[src/logic/eeprom_pkg.sv]
package eeprom_pkg;

  localparam int unsigned MEM_ROWS     = 128;
  localparam int unsigned MEM_COLS     = 4;
  localparam int unsigned VOTE_COLS    = 3;
  localparam int unsigned PARAM_BITS   = 64;
  localparam int unsigned EXTRA_BITS   = PARAM_BITS + (MEM_ROWS - PARAM_BITS) * MEM_COLS;
  localparam int unsigned ROW_W        = 7;
  localparam int unsigned COL_W        = 2;

  // Voted parameter field positions.
  localparam int unsigned FAULT_LEV_BIT = 0;
  localparam int unsigned LOCK_BIT      = 1;
  localparam int unsigned AMP_MODE_LSB  = 2;
  localparam int unsigned AMP_MODE_W    = 2;
  localparam int unsigned PARITY_BIT    = 63;

  // Amplifier configuration 1, parity bit set so that the whole word has even parity.
  localparam logic [PARAM_BITS-1:0] PARAM_RESET = 64'h8000_0000_0000_0004;

  // Extra storage field positions, in the flattened extra bit vector.
  localparam int unsigned SERIAL_LSB  = 0;
  localparam int unsigned SERIAL_W    = 24;
  localparam int unsigned FID_LSB     = 64;
  localparam int unsigned FID_W       = 32;
  localparam int unsigned CHECK_LSB   = 120;
  localparam int unsigned CHECK_W     = 8;

  // Serial frame: opcode, row, column, data; sent most significant bit first.
  localparam int unsigned FRAME_BITS  = 12;
  localparam int unsigned OP_MSB      = 11;
  localparam int unsigned ROW_LSB     = 3;
  localparam int unsigned COL_LSB     = 1;
  localparam logic [1:0]  OP_WRITE    = 2'h1;
  localparam logic [1:0]  OP_READ     = 2'h2;

  // Read-back bit period on the supply current.
  localparam int unsigned CLK_MHZ      = 200;
  localparam int unsigned RB_BIT_NS    = 1000;
  localparam int unsigned RB_BIT_CYC   = (RB_BIT_NS * CLK_MHZ + 999) / 1000;
  localparam int unsigned DIV_W        = 16;

  // Register byte offsets.
  localparam logic [7:0] REG_STATUS   = 8'h00;
  localparam logic [7:0] REG_CTRL     = 8'h04;
  localparam logic [7:0] REG_PARAM_LO = 8'h08;
  localparam logic [7:0] REG_PARAM_HI = 8'h0C;
  localparam logic [7:0] REG_SERIAL   = 8'h10;
  localparam logic [7:0] REG_FID      = 8'h14;
  localparam logic [7:0] REG_CHECK    = 8'h18;
  localparam int unsigned CTRL_RELOAD_BIT = 0;

  localparam int unsigned FIFO_DEPTH = 4;

  typedef logic [MEM_ROWS-1:0][MEM_COLS-1:0] mem_t;

  typedef enum {EX_IDLE, EX_DUMP} exec_e;

  typedef struct packed {
    logic [7:0]  paddr;
    logic        psel;
    logic        penable;
    logic        pwrite;
    logic [31:0] pwdata;
  } apb_req_s;

  typedef struct packed {
    logic [31:0] prdata;
    logic        pready;
    logic        pslverr;
  } apb_rsp_s;

endpackage : eeprom_pkg

[src/logic/eeprom_majority_parity_lock.sv]
// Function
// - Each parameter bit lives in three cells of one row, resolved by majority vote.
// - Cell array is four columns by 128 rows, parameters plus extra cells.
// - Parity fails only when a voted bit is wrong, two of three cells flipped.
// - Parity fault drives output low rail if fault level select 0, high if 1.
// - A parity fault overrides normal output and holds the diagnostic level.
// - Customer serial bits are single cells, not triple redundant.
// - Extra cells never influence device operation, whatever they hold.
// - Factory check bits are stored beside factory data for programmer verification.
// - Two-bit amplifier configuration field, factory value 1, selects output current capacity.
// - With the lock bit set, programming entry and every write are refused.
// - Raising supply to the programming level puts the device in programming mode.
// - Programming data arrives on the output pin as a three-level self-clocked stream.
// - Each bit is captured at the leading edge of its bit period.
// - A read command makes the device send memory contents by supply current modulation.
// - Unique factory identifier of lot, wafer, die X and Y, plus user serial memory.
// - Read back works whether or not the lock bit is set.
//
// Implementation choices: the register offsets and the APB interface to the registers.
`timescale 1ns/100ps

////////////////////////////////////////////////////////////////////////////////

module word_fifo #(
  parameter int unsigned WIDTH = 4,
  parameter int unsigned DEPTH = 4
) (
  input  wire logic             pclk,
  input  wire logic             presetn,
  input  wire logic             in_valid,
  output logic                  in_ready,
  input  wire logic [WIDTH-1:0] in_data,
  output logic                  out_valid,
  input  wire logic             out_ready,
  output logic [WIDTH-1:0]      out_data
);
  localparam int unsigned PTR_W = (DEPTH > 1) ? $clog2(DEPTH) : 1;
  localparam int unsigned CNT_W = $clog2(DEPTH + 1);

  typedef struct packed {
    logic [DEPTH-1:0][WIDTH-1:0] slot;
    logic [PTR_W-1:0]            wptr;
    logic [PTR_W-1:0]            rptr;
    logic [CNT_W-1:0]            count;
  } fifo_s;

  fifo_s s_r;
  fifo_s s_nxt;
  logic  push;
  logic  pop;

  assign in_ready  = (s_r.count != CNT_W'(DEPTH));
  assign out_valid = (s_r.count != '0);
  assign out_data  = s_r.slot[s_r.rptr];
  assign push      = in_valid && in_ready;
  assign pop       = out_valid && out_ready;

  always_comb begin
    s_nxt = s_r;
    if (push) begin
      s_nxt.slot[s_r.wptr] = in_data;
      s_nxt.wptr = (s_r.wptr == PTR_W'(DEPTH - 1)) ? '0 : s_r.wptr + PTR_W'(1);
    end
    if (pop) begin
      s_nxt.rptr = (s_r.rptr == PTR_W'(DEPTH - 1)) ? '0 : s_r.rptr + PTR_W'(1);
    end
    if (push && !pop) begin
      s_nxt.count = s_r.count + CNT_W'(1);
    end else if (pop && !push) begin
      s_nxt.count = s_r.count - CNT_W'(1);
    end
  end

  always_ff @(posedge pclk or negedge presetn) begin
    if (!presetn) begin
      s_r <= '0;
    end else begin
      s_r <= s_nxt;
    end
  end

  fifo_bound_a: assert property (@(posedge pclk) disable iff (!presetn)
    (s_r.count == CNT_W'(DEPTH)) |-> (!in_ready ##1 (s_r.count <= CNT_W'(DEPTH))))
    else $error("fifo accepted a word while full");

endmodule : word_fifo

////////////////////////////////////////////////////////////////////////////////

module eeprom_majority_parity_lock #(
  parameter logic [31:0]  FACTORY_ID_INIT = 32'h1234_5678,   // Arbitrary value.
  parameter int unsigned  RB_BIT_CYCLES   = eeprom_pkg::RB_BIT_CYC
) (
  input  wire logic                                  pclk,
  input  wire logic                                  presetn,
  input  wire eeprom_pkg::apb_req_s                  apb_req,
  output eeprom_pkg::apb_rsp_s                       apb_rsp,
  input  wire logic                                  supply_prog_det,
  input  wire logic                                  pin_above_high,
  input  wire logic                                  pin_below_low,
  output logic                                       supply_current_mod,
  output logic                                       prog_mode,
  output logic                                       out_diag_active,
  output logic                                       out_diag_high,
  output logic [eeprom_pkg::AMP_MODE_W-1:0]          out_amp_mode,
  output logic [eeprom_pkg::PARAM_BITS-1:0]          param_word
);

  typedef struct packed {
    eeprom_pkg::mem_t                      mem;
    logic [eeprom_pkg::PARAM_BITS-1:0]     params;
    logic                                  diag;
    logic                                  load_pend;
    logic                                  prog;
    logic [2:0]                            det_s;
    logic [1:0]                            hi_s;
    logic [1:0]                            lo_s;
    logic [1:0]                            pin_prev;
    logic [eeprom_pkg::FRAME_BITS-1:0]     shreg;
    logic [3:0]                            bitcnt;
    eeprom_pkg::exec_e                     st;
    logic [eeprom_pkg::ROW_W-1:0]          dump_row;
    logic [eeprom_pkg::MEM_COLS-1:0]       tx_sh;
    logic [2:0]                            tx_cnt;
    logic                                  tx_bit;
    logic [eeprom_pkg::DIV_W-1:0]          div;
    logic [31:0]                           prdata;
    logic                                  pslverr;
  } core_s;

  // Majority of the three redundant cells of every parameter row.
  function automatic logic [eeprom_pkg::PARAM_BITS-1:0] vote(input eeprom_pkg::mem_t m);
    logic [eeprom_pkg::PARAM_BITS-1:0] v;
    v = '0;
    for (int i = 0; i < eeprom_pkg::PARAM_BITS; i++) begin
      v[i] = (m[i][0] & m[i][1]) | (m[i][0] & m[i][2]) | (m[i][1] & m[i][2]);
    end
    return v;
  endfunction : vote

  // Extra storage: column 3 of the parameter rows, then every cell of the upper rows.
  function automatic int unsigned extra_row(input int unsigned e);
    return (e < eeprom_pkg::PARAM_BITS) ? e : eeprom_pkg::PARAM_BITS + (e - eeprom_pkg::PARAM_BITS) / 4;
  endfunction : extra_row

  function automatic int unsigned extra_col(input int unsigned e);
    return (e < eeprom_pkg::PARAM_BITS) ? 3 : (e - eeprom_pkg::PARAM_BITS) % 4;
  endfunction : extra_col

  function automatic logic [eeprom_pkg::EXTRA_BITS-1:0] extra(input eeprom_pkg::mem_t m);
    logic [eeprom_pkg::EXTRA_BITS-1:0] x;
    x = '0;
    for (int unsigned e = 0; e < eeprom_pkg::EXTRA_BITS; e++) begin
      x[e] = m[extra_row(e)][extra_col(e)];
    end
    return x;
  endfunction : extra

  function automatic eeprom_pkg::mem_t init_mem(input logic [31:0] fid);
    eeprom_pkg::mem_t m;
    m = '0;
    for (int unsigned i = 0; i < eeprom_pkg::PARAM_BITS; i++) begin
      for (int unsigned c = 0; c < eeprom_pkg::VOTE_COLS; c++) begin
        m[i][c] = eeprom_pkg::PARAM_RESET[i];
      end
    end
    for (int unsigned k = 0; k < eeprom_pkg::FID_W; k++) begin
      m[extra_row(eeprom_pkg::FID_LSB + k)][extra_col(eeprom_pkg::FID_LSB + k)] = fid[k];
    end
    return m;
  endfunction : init_mem

  function automatic logic addr_known(input logic [7:0] a);
    return (a == eeprom_pkg::REG_STATUS) || (a == eeprom_pkg::REG_CTRL) ||
           (a == eeprom_pkg::REG_PARAM_LO) || (a == eeprom_pkg::REG_PARAM_HI) ||
           (a == eeprom_pkg::REG_SERIAL) || (a == eeprom_pkg::REG_FID) || (a == eeprom_pkg::REG_CHECK);
  endfunction : addr_known

  core_s                                 s_r;
  core_s                                 s_nxt;
  logic [eeprom_pkg::PARAM_BITS-1:0]     voted;
  logic [eeprom_pkg::EXTRA_BITS-1:0]     xbits;
  logic                                  lock_live;
  logic                                  pin_mid;
  logic                                  lead_edge;
  logic [eeprom_pkg::FRAME_BITS-1:0]     frame;
  logic                                  frame_done;
  logic                                  fifo_in_valid;
  logic                                  fifo_in_ready;
  logic                                  fifo_out_valid;
  logic                                  fifo_out_ready;
  logic [eeprom_pkg::MEM_COLS-1:0]       fifo_out_data;
  logic                                  rb_busy;

  assign voted      = vote(s_r.mem);
  assign xbits      = extra(s_r.mem);
  assign lock_live  = voted[eeprom_pkg::LOCK_BIT];
  assign pin_mid    = !s_r.hi_s[1] && !s_r.lo_s[1];
  // A bit starts when the pin leaves the middle level; the level it steps to is the bit.
  // Frames are heard whenever the supply sits at the programming level, so a locked part still reads back.
  assign lead_edge  = s_r.det_s[1] && (s_r.pin_prev == 2'h0) && !pin_mid;
  assign frame      = {s_r.shreg[eeprom_pkg::FRAME_BITS-2:0], s_r.hi_s[1]};
  assign frame_done = lead_edge && (s_r.bitcnt == 4'(eeprom_pkg::FRAME_BITS - 1));
  assign fifo_in_valid  = (s_r.st == eeprom_pkg::EX_DUMP);
  assign fifo_out_ready = (s_r.tx_cnt == 3'h0);
  // Words still queued count as busy, or the gap between two row words would look idle.
  assign rb_busy        = (s_r.st != eeprom_pkg::EX_IDLE) || fifo_out_valid || (s_r.tx_cnt != 3'h0);

  ////////////////////////////////////////////////////////////////////////////////

  always_comb begin
    s_nxt = s_r;
    s_nxt.det_s    = {s_r.det_s[1:0], supply_prog_det};
    s_nxt.hi_s     = {s_r.hi_s[0], pin_above_high};
    s_nxt.lo_s     = {s_r.lo_s[0], pin_below_low};
    s_nxt.pin_prev = {s_r.hi_s[1], s_r.lo_s[1]};

    // Programming entry and exit follow the supply level detector.
    if (!s_r.det_s[1]) begin
      if (s_r.prog) begin
        s_nxt.load_pend = 1'b1;
      end
      s_nxt.prog   = 1'b0;
      s_nxt.bitcnt = '0;
    end else if (s_r.det_s[1] && !s_r.det_s[2] && !lock_live) begin
      s_nxt.prog   = 1'b1;
      s_nxt.bitcnt = '0;
    end

    if (lead_edge) begin
      s_nxt.shreg  = frame;
      s_nxt.bitcnt = frame_done ? 4'h0 : s_r.bitcnt + 4'h1;
    end

    if (frame_done && s_r.prog && (frame[eeprom_pkg::OP_MSB -: 2] == eeprom_pkg::OP_WRITE) && !lock_live) begin
      s_nxt.mem[frame[eeprom_pkg::ROW_LSB +: eeprom_pkg::ROW_W]][frame[eeprom_pkg::COL_LSB +: eeprom_pkg::COL_W]] =
        frame[0];
    end

    unique case (s_r.st)
      eeprom_pkg::EX_IDLE: begin
        if (frame_done && (frame[eeprom_pkg::OP_MSB -: 2] == eeprom_pkg::OP_READ)) begin
          s_nxt.st       = eeprom_pkg::EX_DUMP;
          s_nxt.dump_row = '0;
        end
      end
      eeprom_pkg::EX_DUMP: begin
        if (fifo_in_ready) begin
          s_nxt.dump_row = s_r.dump_row + 7'h01;
          if (s_r.dump_row == 7'(eeprom_pkg::MEM_ROWS - 1)) begin
            s_nxt.st = eeprom_pkg::EX_IDLE;
          end
        end
      end
    endcase

    // Supply current modulator: one row word, most significant cell first.
    if (fifo_out_valid && fifo_out_ready) begin
      s_nxt.tx_sh  = fifo_out_data;
      s_nxt.tx_cnt = 3'(eeprom_pkg::MEM_COLS);
      s_nxt.tx_bit = fifo_out_data[eeprom_pkg::MEM_COLS-1];
      s_nxt.div    = '0;
    end else if (s_r.tx_cnt != 3'h0) begin
      if (s_r.div == eeprom_pkg::DIV_W'(RB_BIT_CYCLES - 1)) begin
        s_nxt.div    = '0;
        s_nxt.tx_sh  = {s_r.tx_sh[eeprom_pkg::MEM_COLS-2:0], 1'b0};
        s_nxt.tx_cnt = s_r.tx_cnt - 3'h1;
        s_nxt.tx_bit = (s_r.tx_cnt == 3'h1) ? 1'b0 : s_r.tx_sh[eeprom_pkg::MEM_COLS-2];
      end else begin
        s_nxt.div = s_r.div + eeprom_pkg::DIV_W'(1);
      end
    end

    // Parameter load: only voted rows reach the analogue side, extra cells never do.
    if (s_r.load_pend && !s_r.prog) begin
      s_nxt.params    = voted;
      s_nxt.diag      = ^voted;
      s_nxt.load_pend = 1'b0;
    end

    // APB: read data and error are prepared in the setup cycle, zero wait states.
    if (apb_req.psel && !apb_req.penable) begin
      s_nxt.pslverr = !addr_known(apb_req.paddr) || (apb_req.pwrite && (apb_req.paddr != eeprom_pkg::REG_CTRL));
      s_nxt.prdata  = '0;
      if (!apb_req.pwrite) begin
        unique case (apb_req.paddr)
          eeprom_pkg::REG_STATUS:   s_nxt.prdata = {27'h0, s_r.load_pend, rb_busy, lock_live, s_r.diag, s_r.prog};
          eeprom_pkg::REG_PARAM_LO: s_nxt.prdata = s_r.params[31:0];
          eeprom_pkg::REG_PARAM_HI: s_nxt.prdata = s_r.params[63:32];
          eeprom_pkg::REG_SERIAL:   s_nxt.prdata = {8'h00, xbits[eeprom_pkg::SERIAL_LSB +: eeprom_pkg::SERIAL_W]};
          eeprom_pkg::REG_FID:      s_nxt.prdata = xbits[eeprom_pkg::FID_LSB +: eeprom_pkg::FID_W];
          eeprom_pkg::REG_CHECK:    s_nxt.prdata = {24'h0, xbits[eeprom_pkg::CHECK_LSB +: eeprom_pkg::CHECK_W]};
          default:                  s_nxt.prdata = '0;
        endcase
      end
    end
    if (apb_req.psel && apb_req.penable && apb_req.pwrite && (apb_req.paddr == eeprom_pkg::REG_CTRL) &&
        apb_req.pwdata[eeprom_pkg::CTRL_RELOAD_BIT]) begin
      s_nxt.load_pend = 1'b1;
    end
  end

  always_ff @(posedge pclk or negedge presetn) begin
    if (!presetn) begin
      s_r           <= '0;
      s_r.mem       <= init_mem(FACTORY_ID_INIT);
      s_r.params    <= eeprom_pkg::PARAM_RESET;
      s_r.load_pend <= 1'b1;
      s_r.st        <= eeprom_pkg::EX_IDLE;
    end else begin
      s_r <= s_nxt;
    end
  end

  word_fifo #(
    .WIDTH (eeprom_pkg::MEM_COLS),
    .DEPTH (eeprom_pkg::FIFO_DEPTH)
  ) u_rb_fifo (
    .pclk      (pclk),
    .presetn   (presetn),
    .in_valid  (fifo_in_valid),
    .in_ready  (fifo_in_ready),
    .in_data   (s_r.mem[s_r.dump_row]),
    .out_valid (fifo_out_valid),
    .out_ready (fifo_out_ready),
    .out_data  (fifo_out_data)
  );

  ////////////////////////////////////////////////////////////////////////////////

  assign apb_rsp.prdata  = s_r.prdata;
  assign apb_rsp.pready  = 1'b1;
  assign apb_rsp.pslverr = s_r.pslverr;
  assign supply_current_mod = s_r.tx_bit;
  assign prog_mode       = s_r.prog;
  assign out_diag_active = s_r.diag;
  assign out_diag_high   = s_r.diag && s_r.params[eeprom_pkg::FAULT_LEV_BIT];
  assign out_amp_mode    = s_r.params[eeprom_pkg::AMP_MODE_LSB +: eeprom_pkg::AMP_MODE_W];
  assign param_word      = s_r.params;

  ////////////////////////////////////////////////////////////////////////////////

  vote_load_a: assert property (@(posedge pclk) disable iff (!presetn)
    (s_r.load_pend && !s_r.prog) |=> (s_r.params == $past(voted) && !s_r.load_pend))
    else $error("loaded parameters differ from the voted cells");

  parity_load_a: assert property (@(posedge pclk) disable iff (!presetn)
    (s_r.load_pend && !s_r.prog) |=> (s_r.diag == (^s_r.params)))
    else $error("diagnostic flag does not match loaded parity");

  diag_hold_a: assert property (@(posedge pclk) disable iff (!presetn)
    (s_r.diag && !s_r.load_pend) |=> s_r.diag)
    else $error("diagnostic cleared without a reload");

  fault_rail_a: assert property (@(posedge pclk) disable iff (!presetn)
    out_diag_active |-> (out_diag_high == param_word[eeprom_pkg::FAULT_LEV_BIT]))
    else $error("diagnostic rail does not follow the fault level select");

  lock_entry_a: assert property (@(posedge pclk) disable iff (!presetn)
    (!s_r.prog && lock_live) |=> !s_r.prog)
    else $error("programming mode entered while locked");

  lock_write_a: assert property (@(posedge pclk) disable iff (!presetn)
    lock_live |=> (s_r.mem == $past(s_r.mem)))
    else $error("memory changed while locked");

  prog_exit_a: assert property (@(posedge pclk) disable iff (!presetn)
    (s_r.prog && !s_r.det_s[1]) |=> (!s_r.prog && s_r.load_pend))
    else $error("programming mode kept after supply dropped");

  bit_capture_a: assert property (@(posedge pclk) disable iff (!presetn)
    (lead_edge && !frame_done && s_r.det_s[1]) |=> (s_r.bitcnt == $past(s_r.bitcnt) + 4'h1))
    else $error("leading edge did not capture a bit");

  read_start_a: assert property (@(posedge pclk) disable iff (!presetn)
    (frame_done && s_r.st == eeprom_pkg::EX_IDLE && frame[eeprom_pkg::OP_MSB -: 2] == eeprom_pkg::OP_READ)
    |=> (s_r.st == eeprom_pkg::EX_DUMP && s_r.dump_row == 7'h00))
    else $error("read command did not start read back");

endmodule : eeprom_majority_parity_lock

[config.mk]
export PLATFORM = sky130hd
export DESIGN_NAME = eeprom_majority_parity_lock
export DESIGN_NICKNAME = d
export VERILOG_FILES = /design/src/logic/eeprom_pkg.sv /design/src/logic/eeprom_majority_parity_lock.sv
export SDC_FILE = /design/constraint.sdc
export NUM_CORES = 1
export LEC_CHECK = 0
export ABC_AREA = 1
export BUFFER_PORTS_ARGS = -buffer_cell sky130_fd_sc_hd__buf_2
export CAP_MARGIN = 25
export CORE_MARGIN = 2
export CORE_UTILIZATION = 35
export CTS_CLUSTER_DIAMETER = 50
export CTS_CLUSTER_SIZE = 8
export DETAILED_ROUTE_END_ITERATION = 7
export GPL_ROUTABILITY_DRIVEN = 1
export PLACE_DENSITY_LB_ADDON = 0.12
export SKIP_CTS_REPAIR_TIMING = 1
export SYNTH_ARGS = -nofsm -noshare
export SYNTH_HDL_FRONTEND = slang
export SYNTH_SLANG_ARGS = --single-unit
[constraint.sdc]
create_clock -name pclk -period 2.65 [get_ports pclk]
set_clock_uncertainty 0.15 [all_clocks]
set_input_delay 0.265 -clock pclk [delete_from_list [all_inputs] [get_ports pclk]]
set_output_delay 0.265 -clock pclk [all_outputs]
set_load 0.01 [all_outputs]
# [Word level (Yosys, flattened, before mapping)]
# Cells that the tools add are included.
[totals] out_inout_bits=104 reg_bits=721
[op_classes] muxes=37 addsub=8 eq_ne=24 bitwise=320 magnitude_cmp=8 n_reduce_logical=60
[ops] operator="bitwise mux 512 bit" n=1
[ops] operator="AND 1 bit" n=192
[ops] operator="case mux 32 bit (6 select lines)" n=1
[ops] operator="OR 1 bit" n=128
[ops] operator="2-to-1 mux 39 bit" n=2
[ops] operator="case mux 39 bit (2 select lines)" n=1
[ops] operator="2-to-1 mux 32 bit" n=2
[ops] operator="XOR reduction 64 bit" n=1
[ops] operator="2-to-1 mux 23 bit" n=2
[ops] operator="equality test 32 x 1 -> 1 bit (second input constant)" n=1
[ops] operator="equality test 32 x 2 -> 1 bit (second input constant)" n=1
[ops] operator="logical NOT 32 bit" n=1
[ops] operator="2-to-1 mux 4 bit" n=8
[ops] operator="nonzero test 32 bit" n=1
[ops] operator="binary-select mux 4 bit (select 7 bit)" n=1
[ops] operator="demux 4 bit (select 7 bit)" n=1
[ops] operator="logical AND 1 bit" n=25
[ops] operator="equality test 8 x 5 -> 1 bit (second input constant)" n=3
[ops] operator="adder 16 x 1 -> 16 bit (second input constant)" n=1
[ops] operator="bitwise mux 16 bit" n=1
[ops] operator="equality test 16 x 8 -> 1 bit (second input constant)" n=1
[ops] operator="equality test 8 x 4 -> 1 bit (second input constant)" n=2
[ops] operator="< comparator 7 x 8 -> 1 bit (second input constant)" n=2
[ops] operator="2-to-1 mux 16 bit" n=1
[ops] operator="other kinds (35)" n=77

# [Longest topological paths before layout]
# Gate-level depths: netlist of the first run.
[depth] ltp_word=9 depth_mapped=18

# [Cells and area by module]
# Synthesis of the first run repeated with hierarchy kept, for this count alone.
[unflattened] hier_cells=4728 hier_area_um2=37059.3
[by_module_without_submodules] module="eeprom_majority_parity_lock" seq_area_each_um2=16718.5 n_inst=1 cells_each=4577 area_each_um2=35781.8
[by_module_without_submodules] module="word_fifo" seq_area_each_um2=575.6 n_inst=1 cells_each=151 area_each_um2=1277.5

# [Worst setup path before layout of the first run]
# OpenSTA, ideal clock, no wires.
[synth_timing] path_kind="register to register" start="reg s_r[50] (netlist bit)" end="reg u_rb_fifo.s_r[1] (netlist bit)" slack_ns=0.473 required_ns=2.375 path_buffers=0 setup_time_ns=0.125 arrival_ns=1.902 path_stages_with_launch=10 path_cell_list="dfrtp_1 -> inv_1 -> ha_1 -> inv_1 -> nor2_1 -> nand2_1 -> ha_1 -> inv_1 -> fa_1 -> mux2_2"
[synth_rtl] element="start, declared" line="eeprom_majority_parity_lock.sv:179" rtl="core_s s_r;"
[synth_rtl] element="start signal, assigned" line="eeprom_majority_parity_lock.sv:311" rtl="s_r <= s_nxt;"
[synth_rtl] element="end signal, assigned" line="eeprom_majority_parity_lock.sv:78" rtl="s_r <= s_nxt;"
[synth_rtl] element="end, declared" line="eeprom_majority_parity_lock.sv:47" rtl="fifo_s s_r;"

# [Worst setup path after layout of the first run]
[layout_timing] start="reg s_r[57] (netlist bit)" end="reg u_rb_fifo.s_r[16] (netlist bit)"
[layout_via] elab_chain_len=3
[layout_lines] element="binary-select mux 4 bit (select 7 bit)" line="eeprom_majority_parity_lock.sv:323" rtl=".in_data (s_r.mem[s_r.dump_row]),"
[layout_lines] element="2-to-1 mux 4 bit (implied by the code)" line="eeprom_majority_parity_lock.sv:323"
[layout_lines] element="bitwise mux 16 bit" line="eeprom_majority_parity_lock.sv:61" rtl="s_nxt.slot[s_r.wptr] = in_data;"
# No other way between the ends. The select of a mux whose other input is x is not followed.
# A chain may end at the register's enable or synchronous reset.

==> run summary, run 1 <==
The logs give 3.08 ns for the required time at the endpoint of the critical path and 0 for the count of antenna-violating nets left after detailed routing. In this run the number of H-tree levels came out at 3. The logs give 20.6 mW for the design internal power and 6.45 mW for the total net switching power. The detail-routed net length per standard cell was 22.2 um; the number of antenna violations at the first check in global routing was 2. The final reports fail on negative hold slack. The routed design has 138,000 um of wire. Counting flops and latches in the post-synthesis netlist gives 690. Sorting the synthesized cells by area gives the leading types as sky130_fd_sc_hd__dfrtp_1 (45%), sky130_fd_sc_hd__nand2_1 (8.9%), sky130_fd_sc_hd__a21oi_1 (8.7%). Data arrives at the worst endpoint at 2.99 ns.

Summing every instance area after synthesis gives 37,000 um2. CTS placed an instance of sky130_fd_sc_hd__clkbuf_16 at the clock tree root. Setup repair after global routing could not meet its margin everywhere. Compared with the post-synthesis result, the final layout area differs by 17.8%. Among all stages on the critical path, the largest delay is contributed by sky130_fd_sc_hd__dfrtp_4. Detailed routing inserted a total of 34,700 vias.

The synthesis warning total is 0. Summed over all cells, the static leakage comes to 19.9 nW. The cell count of the worst reg-to-reg path came out at 12. Minimum clock period after layout: 2.56 ns.

The total overflow left after global routing is 0. The setup path with the least slack is of type flop to flop. For the post-detailed-route DRC marker count, the log shows 0. By count the netlist is led by sky130_fd_sc_hd__nand2_1 (878), sky130_fd_sc_hd__dfrtp_1 (668), sky130_fd_sc_hd__a21oi_1 (639).

Dividing the synthesized area by the synthesized cell count gives 7.91 um2. For this run, asynchronously set or reset flops after synthesis account for 100%. The category of the worst setup path capture point was a flop. Along the worst hold path, the cell count comes to 5. The slew at the pin with the worst max-slew slack was 0.975 ns.

Count of final setup violators: 0. The die covers 108,000 um2. Cell count after synthesis: 4,673. In the final layout, the share of cells above drive strength 1 is 12.1%. The worst hold-check slack was -0.00875 ns. On the worst path, the slowest cell contributes a delay of 0.55 ns. The cell type contributing the most total cell area after synthesis was sky130_fd_sc_hd__dfrtp_1. The ratio of routed vias to standard cells was 5.57. The top cell type by area accounts for 45.2% of the synthesized area. The launching element type of the critical path is a flop.

The share of the cycle needed by the critical path after routing is 96.6%, and the areal power density over the cells is 621 nW/um2. The count of distinct cell types in the synthesized netlist was 51; the maximum fanout along the worst path was 30. After clock tree synthesis, the clock-pin slew on the worst setup and hold paths is 0.05 ns. Of the synthesized area, sequential elements account for 46.8%. The switching portion of total power came out at 23.8%. The floorplan row count was 119. In this run the worst hold path is classified as input pin to flop. The max-slew violation count was 0; the effective utilization at floorplan was 35.2%. The tools report the clock sink count as 690.

The run gives 31,900 as the via count of the first global-routing pass. Routability-driven placement finished with a final weighted congestion of 0.881. 152 I/O pins were placed. TritonCTS built the clock tree. The clock passes through at most 3 buffers.

The chip width was 329 um. The flow ran to the end, but the final reports show violations. Sequential cells burn 39.4% of the power. The tool flagged a number of max-cap violations equal to 0.

In this run, the clock network consumes 55.8% of the power. The count of TritonRoute iterations in the first routing pass is 8, and the largest net degree at the start of global routing is 100. The post-detailed-placement half-perimeter wirelength was 92,000 um.

The floorplan step set the die height to 329 um. Walking the worst path, the cells encountered are inv_8 -> buf_12 -> a21oi_1 -> o21ai_0 -> o21ai_0 -> nand2_1 -> nand4_1 -> nand3_2 -> nand4_1 -> buf_4 -> nand3_1 -> nand2_1. Number of violations reported at the end of detailed-routing iteration 0: 3,337. For the worst-case vdd ir drop, the log shows 0.499 mV.

For this run, the total global-route usage over all layers was measured as 25.0%. In this run, synthesis inferred 0 flip-flops with an integrated enable. Yosys instantiated no cell more often than sky130_fd_sc_hd__nand2_1. The combinational power share came out at 4.8%. The predominant post-synthesis flop cell was sky130_fd_sc_hd__dfrtp_1. The net count of the finished layout is 4,809.

For the core area, the log shows 105,000 um2. For this run, the top clock speed supported by timing is 391 MHz. The run gives 6,008 as the number of instances in the placed design.

The final cell count without fillers was 6,221. The number of buffers created by CTS came out at 116. The first global-routing pass estimated 208,000 um of wire.

The logs give 1 for the count of endpoints failing hold in the final timing report and 34.8% for the worst-case headroom to the max-slew limit. The tools report the clock latency on the worst-skew pair as 0.71 ns. The filler cells instantiated in the layout total 10,700. Counting every net in the synthesized netlist gives 4,734. Input and output buffers added on the ports amount to 119.
-- power groups by stage --
| stage | combinational, mW | sequential [mW] | clock [mW] |
|---|---|---|---|
| after detailed placement | 1.31 | 10.8 | 0 |
| after floorplan | 0.493 | 10.8 | 0 |
| after global placement | 1.30 | 10.8 | 0 |
| after CTS | 1.31 | 10.7 | 15.4 |
| after global routing | 1.41 | 10.7 | 15.8 |
| final | 1.31 | 10.7 | 15.1 |
-- area by class of cell --
type	count	area, um2	area share [%]
clock buffer	166	3310	7.61
antenna	1	2.50	0.00575
timing repair buffer	364	3300	7.58
sequential	690	17300	39.8
multi-input combinational	3296	16300	37.4
inverter	280	1070	2.45
clock inverter	33	523	1.20
tap	1391	1740	4.00
-- worst max-delay path, delay by kind of cell, from the launching register on --
kind / cells / cell delay [ns]
flip-flops: 1 / 0.55
AND/OR/NAND/NOR: 6 / 0.85
buffers and inverters: 3 / 0.55
AO/OA/AOI/OAI: 3 / 0.33
-- cells in the final DEF, fill, tap and decap left out, types with 66 or more instances in the layout --
| cell | instances |
|---|---|
| sky130_fd_sc_hd__o22ai_1 | 66 |
| sky130_fd_sc_hd__a31oi_1 | 506 |
| sky130_fd_sc_hd__nand2_1 | 877 |
| sky130_fd_sc_hd__dfrtp_1 | 665 |
| sky130_fd_sc_hd__inv_1 | 267 |
| sky130_fd_sc_hd__buf_4 | 168 |
| sky130_fd_sc_hd__o21ai_0 | 412 |
| sky130_fd_sc_hd__nand3_1 | 171 |
| sky130_fd_sc_hd__buf_2 | 118 |
| sky130_fd_sc_hd__clkbuf_16 | 119 |
| sky130_fd_sc_hd__buf_12 | 66 |
| sky130_fd_sc_hd__a21oi_1 | 639 |
| sky130_fd_sc_hd__nor2_1 | 401 |
-- flip-flops by register name, indices dropped and copies added, names as in the netlist --
name / flops
param_word: 64
frame: 12
s_r: 550
s_nxt: 5
prog_mode: 1
u_rb_fifo.s_r: 23
supply_current_mod: 1
out_diag_active: 1
apb_rsp: 33
-- through the flow --
stage                     total power, mW  area (um2)  util (%)  setup TNS, ns  setup slack (ns)
after floorplan                      11.3       37000         -              0             0.473
after global placement               12.1       39500      37.7              0            0.0611
after detailed placement             12.1       39500      37.7              0            0.0243
after CTS                            27.3       43400      41.3              0            0.0194
after global routing                 27.9       43500      41.5        -0.0226           -0.0146
final                                27.0       43500      41.5              0            0.0901
-- final timing paths --
kind / start / to / slack (ns)
max in group asynchronous: presetn / apb_rsp[13] / 0.87
hold reg to reg: s_nxt[119] / s_nxt[120] / 0.19
setup / recovery: s_r[57] / u_rb_fifo.s_r[16] / 0.09
setup reg to reg: s_r[57] / u_rb_fifo.s_r[16] / 0.09
min in group asynchronous: presetn / s_r[448] / 0.07
hold / removal: apb_req[38] / apb_rsp[0] / -0.009
-- kinds of logic after synthesis --
logic type | share of synthesized area [%]
mux | 0.0305
compound gates | 26.6
xor+xnor | 0.190
fa+ha+maj | 0.460
simple gates | 16.7
other cells | 0.0101
flops | 46.8
buf+inv | 9.23
-- metal layers --
metal	routed length, um	track usage (%)	up-vias
met1	63700	35.7	16800
met4	4050	8.13	0
met3	8410	3.73	193
met5	0	0	-
li1	-	-	16500
met2	61800	38.9	1173
Power figures use the tool's default switching activity.
==> run 2, diff against run 1 <==
CTS_BUF_LIST = sky130_fd_sc_hd__clkbuf_8   (was not set)
==> run 2 against run 1 <==
  * The run now ends clean
  * Final cell count up 0.13%
  * Clock power shrank 30%
  * Via count is 0.12% lower
  * Hold slack improved by 0.031 ns
  * Largest power group is now sequential cells
  * Highest routed layer unchanged
==> run summary, run 2 (synthesis results as in run 1) <==
The buffer cell driving the clock tree root is sky130_fd_sc_hd__clkbuf_8. The detail-routed net length per standard cell was 22.1 um; the effective utilization at floorplan was 35.2%. TritonCTS built the clock tree. After detailed placement, the total cell area comes to 39,500 um2. Hold is met by 0.0227 ns. The launching element type of the critical path was a flop. 152 I/O pins were placed.

The tools report the count of endpoints failing hold in the final timing report as 0. The logs give 42,200 um2 for the cell area after layout and 0 for the count of final setup violators. The run gives 0.881 as the final weighted congestion of routability-driven global placement. The largest net degree at the start of global routing was 100; the total routed wirelength was 138,000 um. Timing would allow up to 399 MHz.

For this block, the initial DRC count from the detailed router was 3,236. No sink is reached through more buffers than the 3 on the longest clock path. Clock-pin slew was measured on the worst setup and hold paths at 0.07 ns. The max-slew violation count was 0; the minimum clock period after layout was 2.51 ns.

The die span in y is 329 um, and the data arrival time of the critical path is 3.01 ns. The number of max-capacitance violations reported is 0. For this design, the sink count on the clock tree is 690.

Number of instances in the placed design: 6,008. Setup repair after global routing could not meet its margin everywhere. Measured against its own limit, the worst slew margin works out to 33.8%.

Excluding fillers, the count of instances in the completed layout stands at 6,229. The H-tree was split into 3 levels. The setup path with the least slack is of type flop to flop.

For the core area, the log shows 105,000 um2. The proportion of layout cells with a drive suffix above 1 came out at 12.1%. The worst setup path is captured at a flop. In this run the remaining antenna-violating nets after routing total 0.

In the layout the commonest cells are sky130_fd_sc_hd__nand2_1 (877), sky130_fd_sc_hd__dfrtp_1 (665), sky130_fd_sc_hd__a21oi_1 (639). After detailed routing, the number of remaining DRC violations is 0. The via count of the first global-routing pass came out at 31,800.

Dividing total power by cell area gives a power density of 533 nW/um2. Of the available clock period, the critical path in the final layout requires 94.6%. The tools report the clock latency on the worst-skew pair as 0.77 ns.

The slew at the pin with the worst max-slew slack works out to 0.989 ns. Global routing consumed, over all layers together, 25.0% of the routing resources. Detailed placement ended at an HPWL of 92,000 um. The filler cells instantiated in the layout total 10,900. The die area is 108,000 um2, and the worst-case vdd ir drop is 0.489 mV. Counting the buffers created by CTS gives 116. The total overflow left after global routing is 0. The layout-stage area growth over the synthesis result was 14.3%. In this run the worst path has a maximum fanout of 30.

Commonest non-fill, non-tap cell in the layout: sky130_fd_sc_hd__nand2_1. The run gives 119 as the floorplan row count. The register with the most flip-flops in the final layout is s_r.

The net count of the finished layout came out at 4,815. The flow ran to the end, and the final reports show no timing, DRC or antenna violations. Before antenna repair, the detailed router went through 6 iterations.

The tools report the required time at the endpoint of the critical path as 3.15 ns. Path class of the lowest-slack min-delay path: input pin to flop. The chip width is 329 um, and the ratio of routed vias to standard cells is 5.56.

The final route contains 34,600 vias. The tools report the global-route wire length before repair as 208,000 um. The number of antenna violations at the first check in global routing is 4.

The register with the most flip-flops in the layout has 550 of them. In this run the tool buffered the top-level ports with 119 buffer cells. The cell leakage power came out at 19.4 nW.
## run 2: cell count changes in the layout (fill, tap and decap cells not counted), sizes merged
cell         change
diode            +2
dlygate4sd3      +6
inv             +33
clkinv           -2
clkbuf          -31
## run 2: through the flow
step,TNS [ns],power [mW],setup WS (ns),utilization [%]
floorplan,0,11.3,0.473,-
global route,-0.0832,23.3,-0.0405,40.2
detailed placement,0,12.1,0.0243,37.7
CTS,0,22.8,0.0159,40.0
global placement,0,12.1,0.0611,37.7
finish,0,22.5,0.142,40.2
## run 2: layout make-up
type                       count  area (um2)  share of cell area (%)
antenna                        3        7.51                  0.0178
clock buffer                 135        1860                    4.40
clock inverter                64         616                    1.46
inverter                     280        1070                    2.53
multi-input combinational   3296       16300                    38.5
sequential                   690       17300                    41.0
tap                         1391        1740                    4.12
timing repair buffer         370        3360                    7.96
## run 2: routing by layer
layer / routed length, um / share of wire, % / GRT usage [%]
met1: 63600 / 46 / 35.7
met2: 61600 / 45 / 38.7
met3: 8490 / 6.2 / 3.74
met4: 4010 / 2.9 / 8.07
met5: 0 / 0 / 0
## run 2: worst paths after layout
check,startpoint,endpoint,slack (ns),cells after the start
setup / recovery,s_r[57],u_rb_fifo.s_r[11],0.14,12
hold / removal,pin_below_low,s_nxt[115],0.02,2
setup reg to reg,s_r[57],u_rb_fifo.s_r[11],0.14,12
hold reg to reg,s_nxt[119],s_nxt[120],0.20,0
max in group asynchronous,presetn,apb_rsp[13],0.42,4
min in group asynchronous,presetn,s_r[122],0.52,3
## run 2: worst max-delay path, cell delays in order (launching register included)
cell                      delay (ns)
sky130_fd_sc_hd__dfrtp_4        0.55
sky130_fd_sc_hd__inv_8          0.16
sky130_fd_sc_hd__buf_12         0.20
sky130_fd_sc_hd__a21oi_1        0.08
sky130_fd_sc_hd__o21ai_1        0.08
sky130_fd_sc_hd__o21ai_0        0.14
sky130_fd_sc_hd__a21oi_1        0.19
sky130_fd_sc_hd__nand3_1        0.24
sky130_fd_sc_hd__nand3_1        0.19
sky130_fd_sc_hd__nand4_1        0.09
sky130_fd_sc_hd__buf_4          0.17
sky130_fd_sc_hd__nand3_1        0.08
sky130_fd_sc_hd__nand2_1        0.05
## run 2: report_power, final
group / switching (mW) / internal, mW / total, mW
registers: 0.0546 / 10.6 / 10.6
logic: 1.04 / 0.279 / 1.32
clock network: 4.75 / 5.79 / 10.5
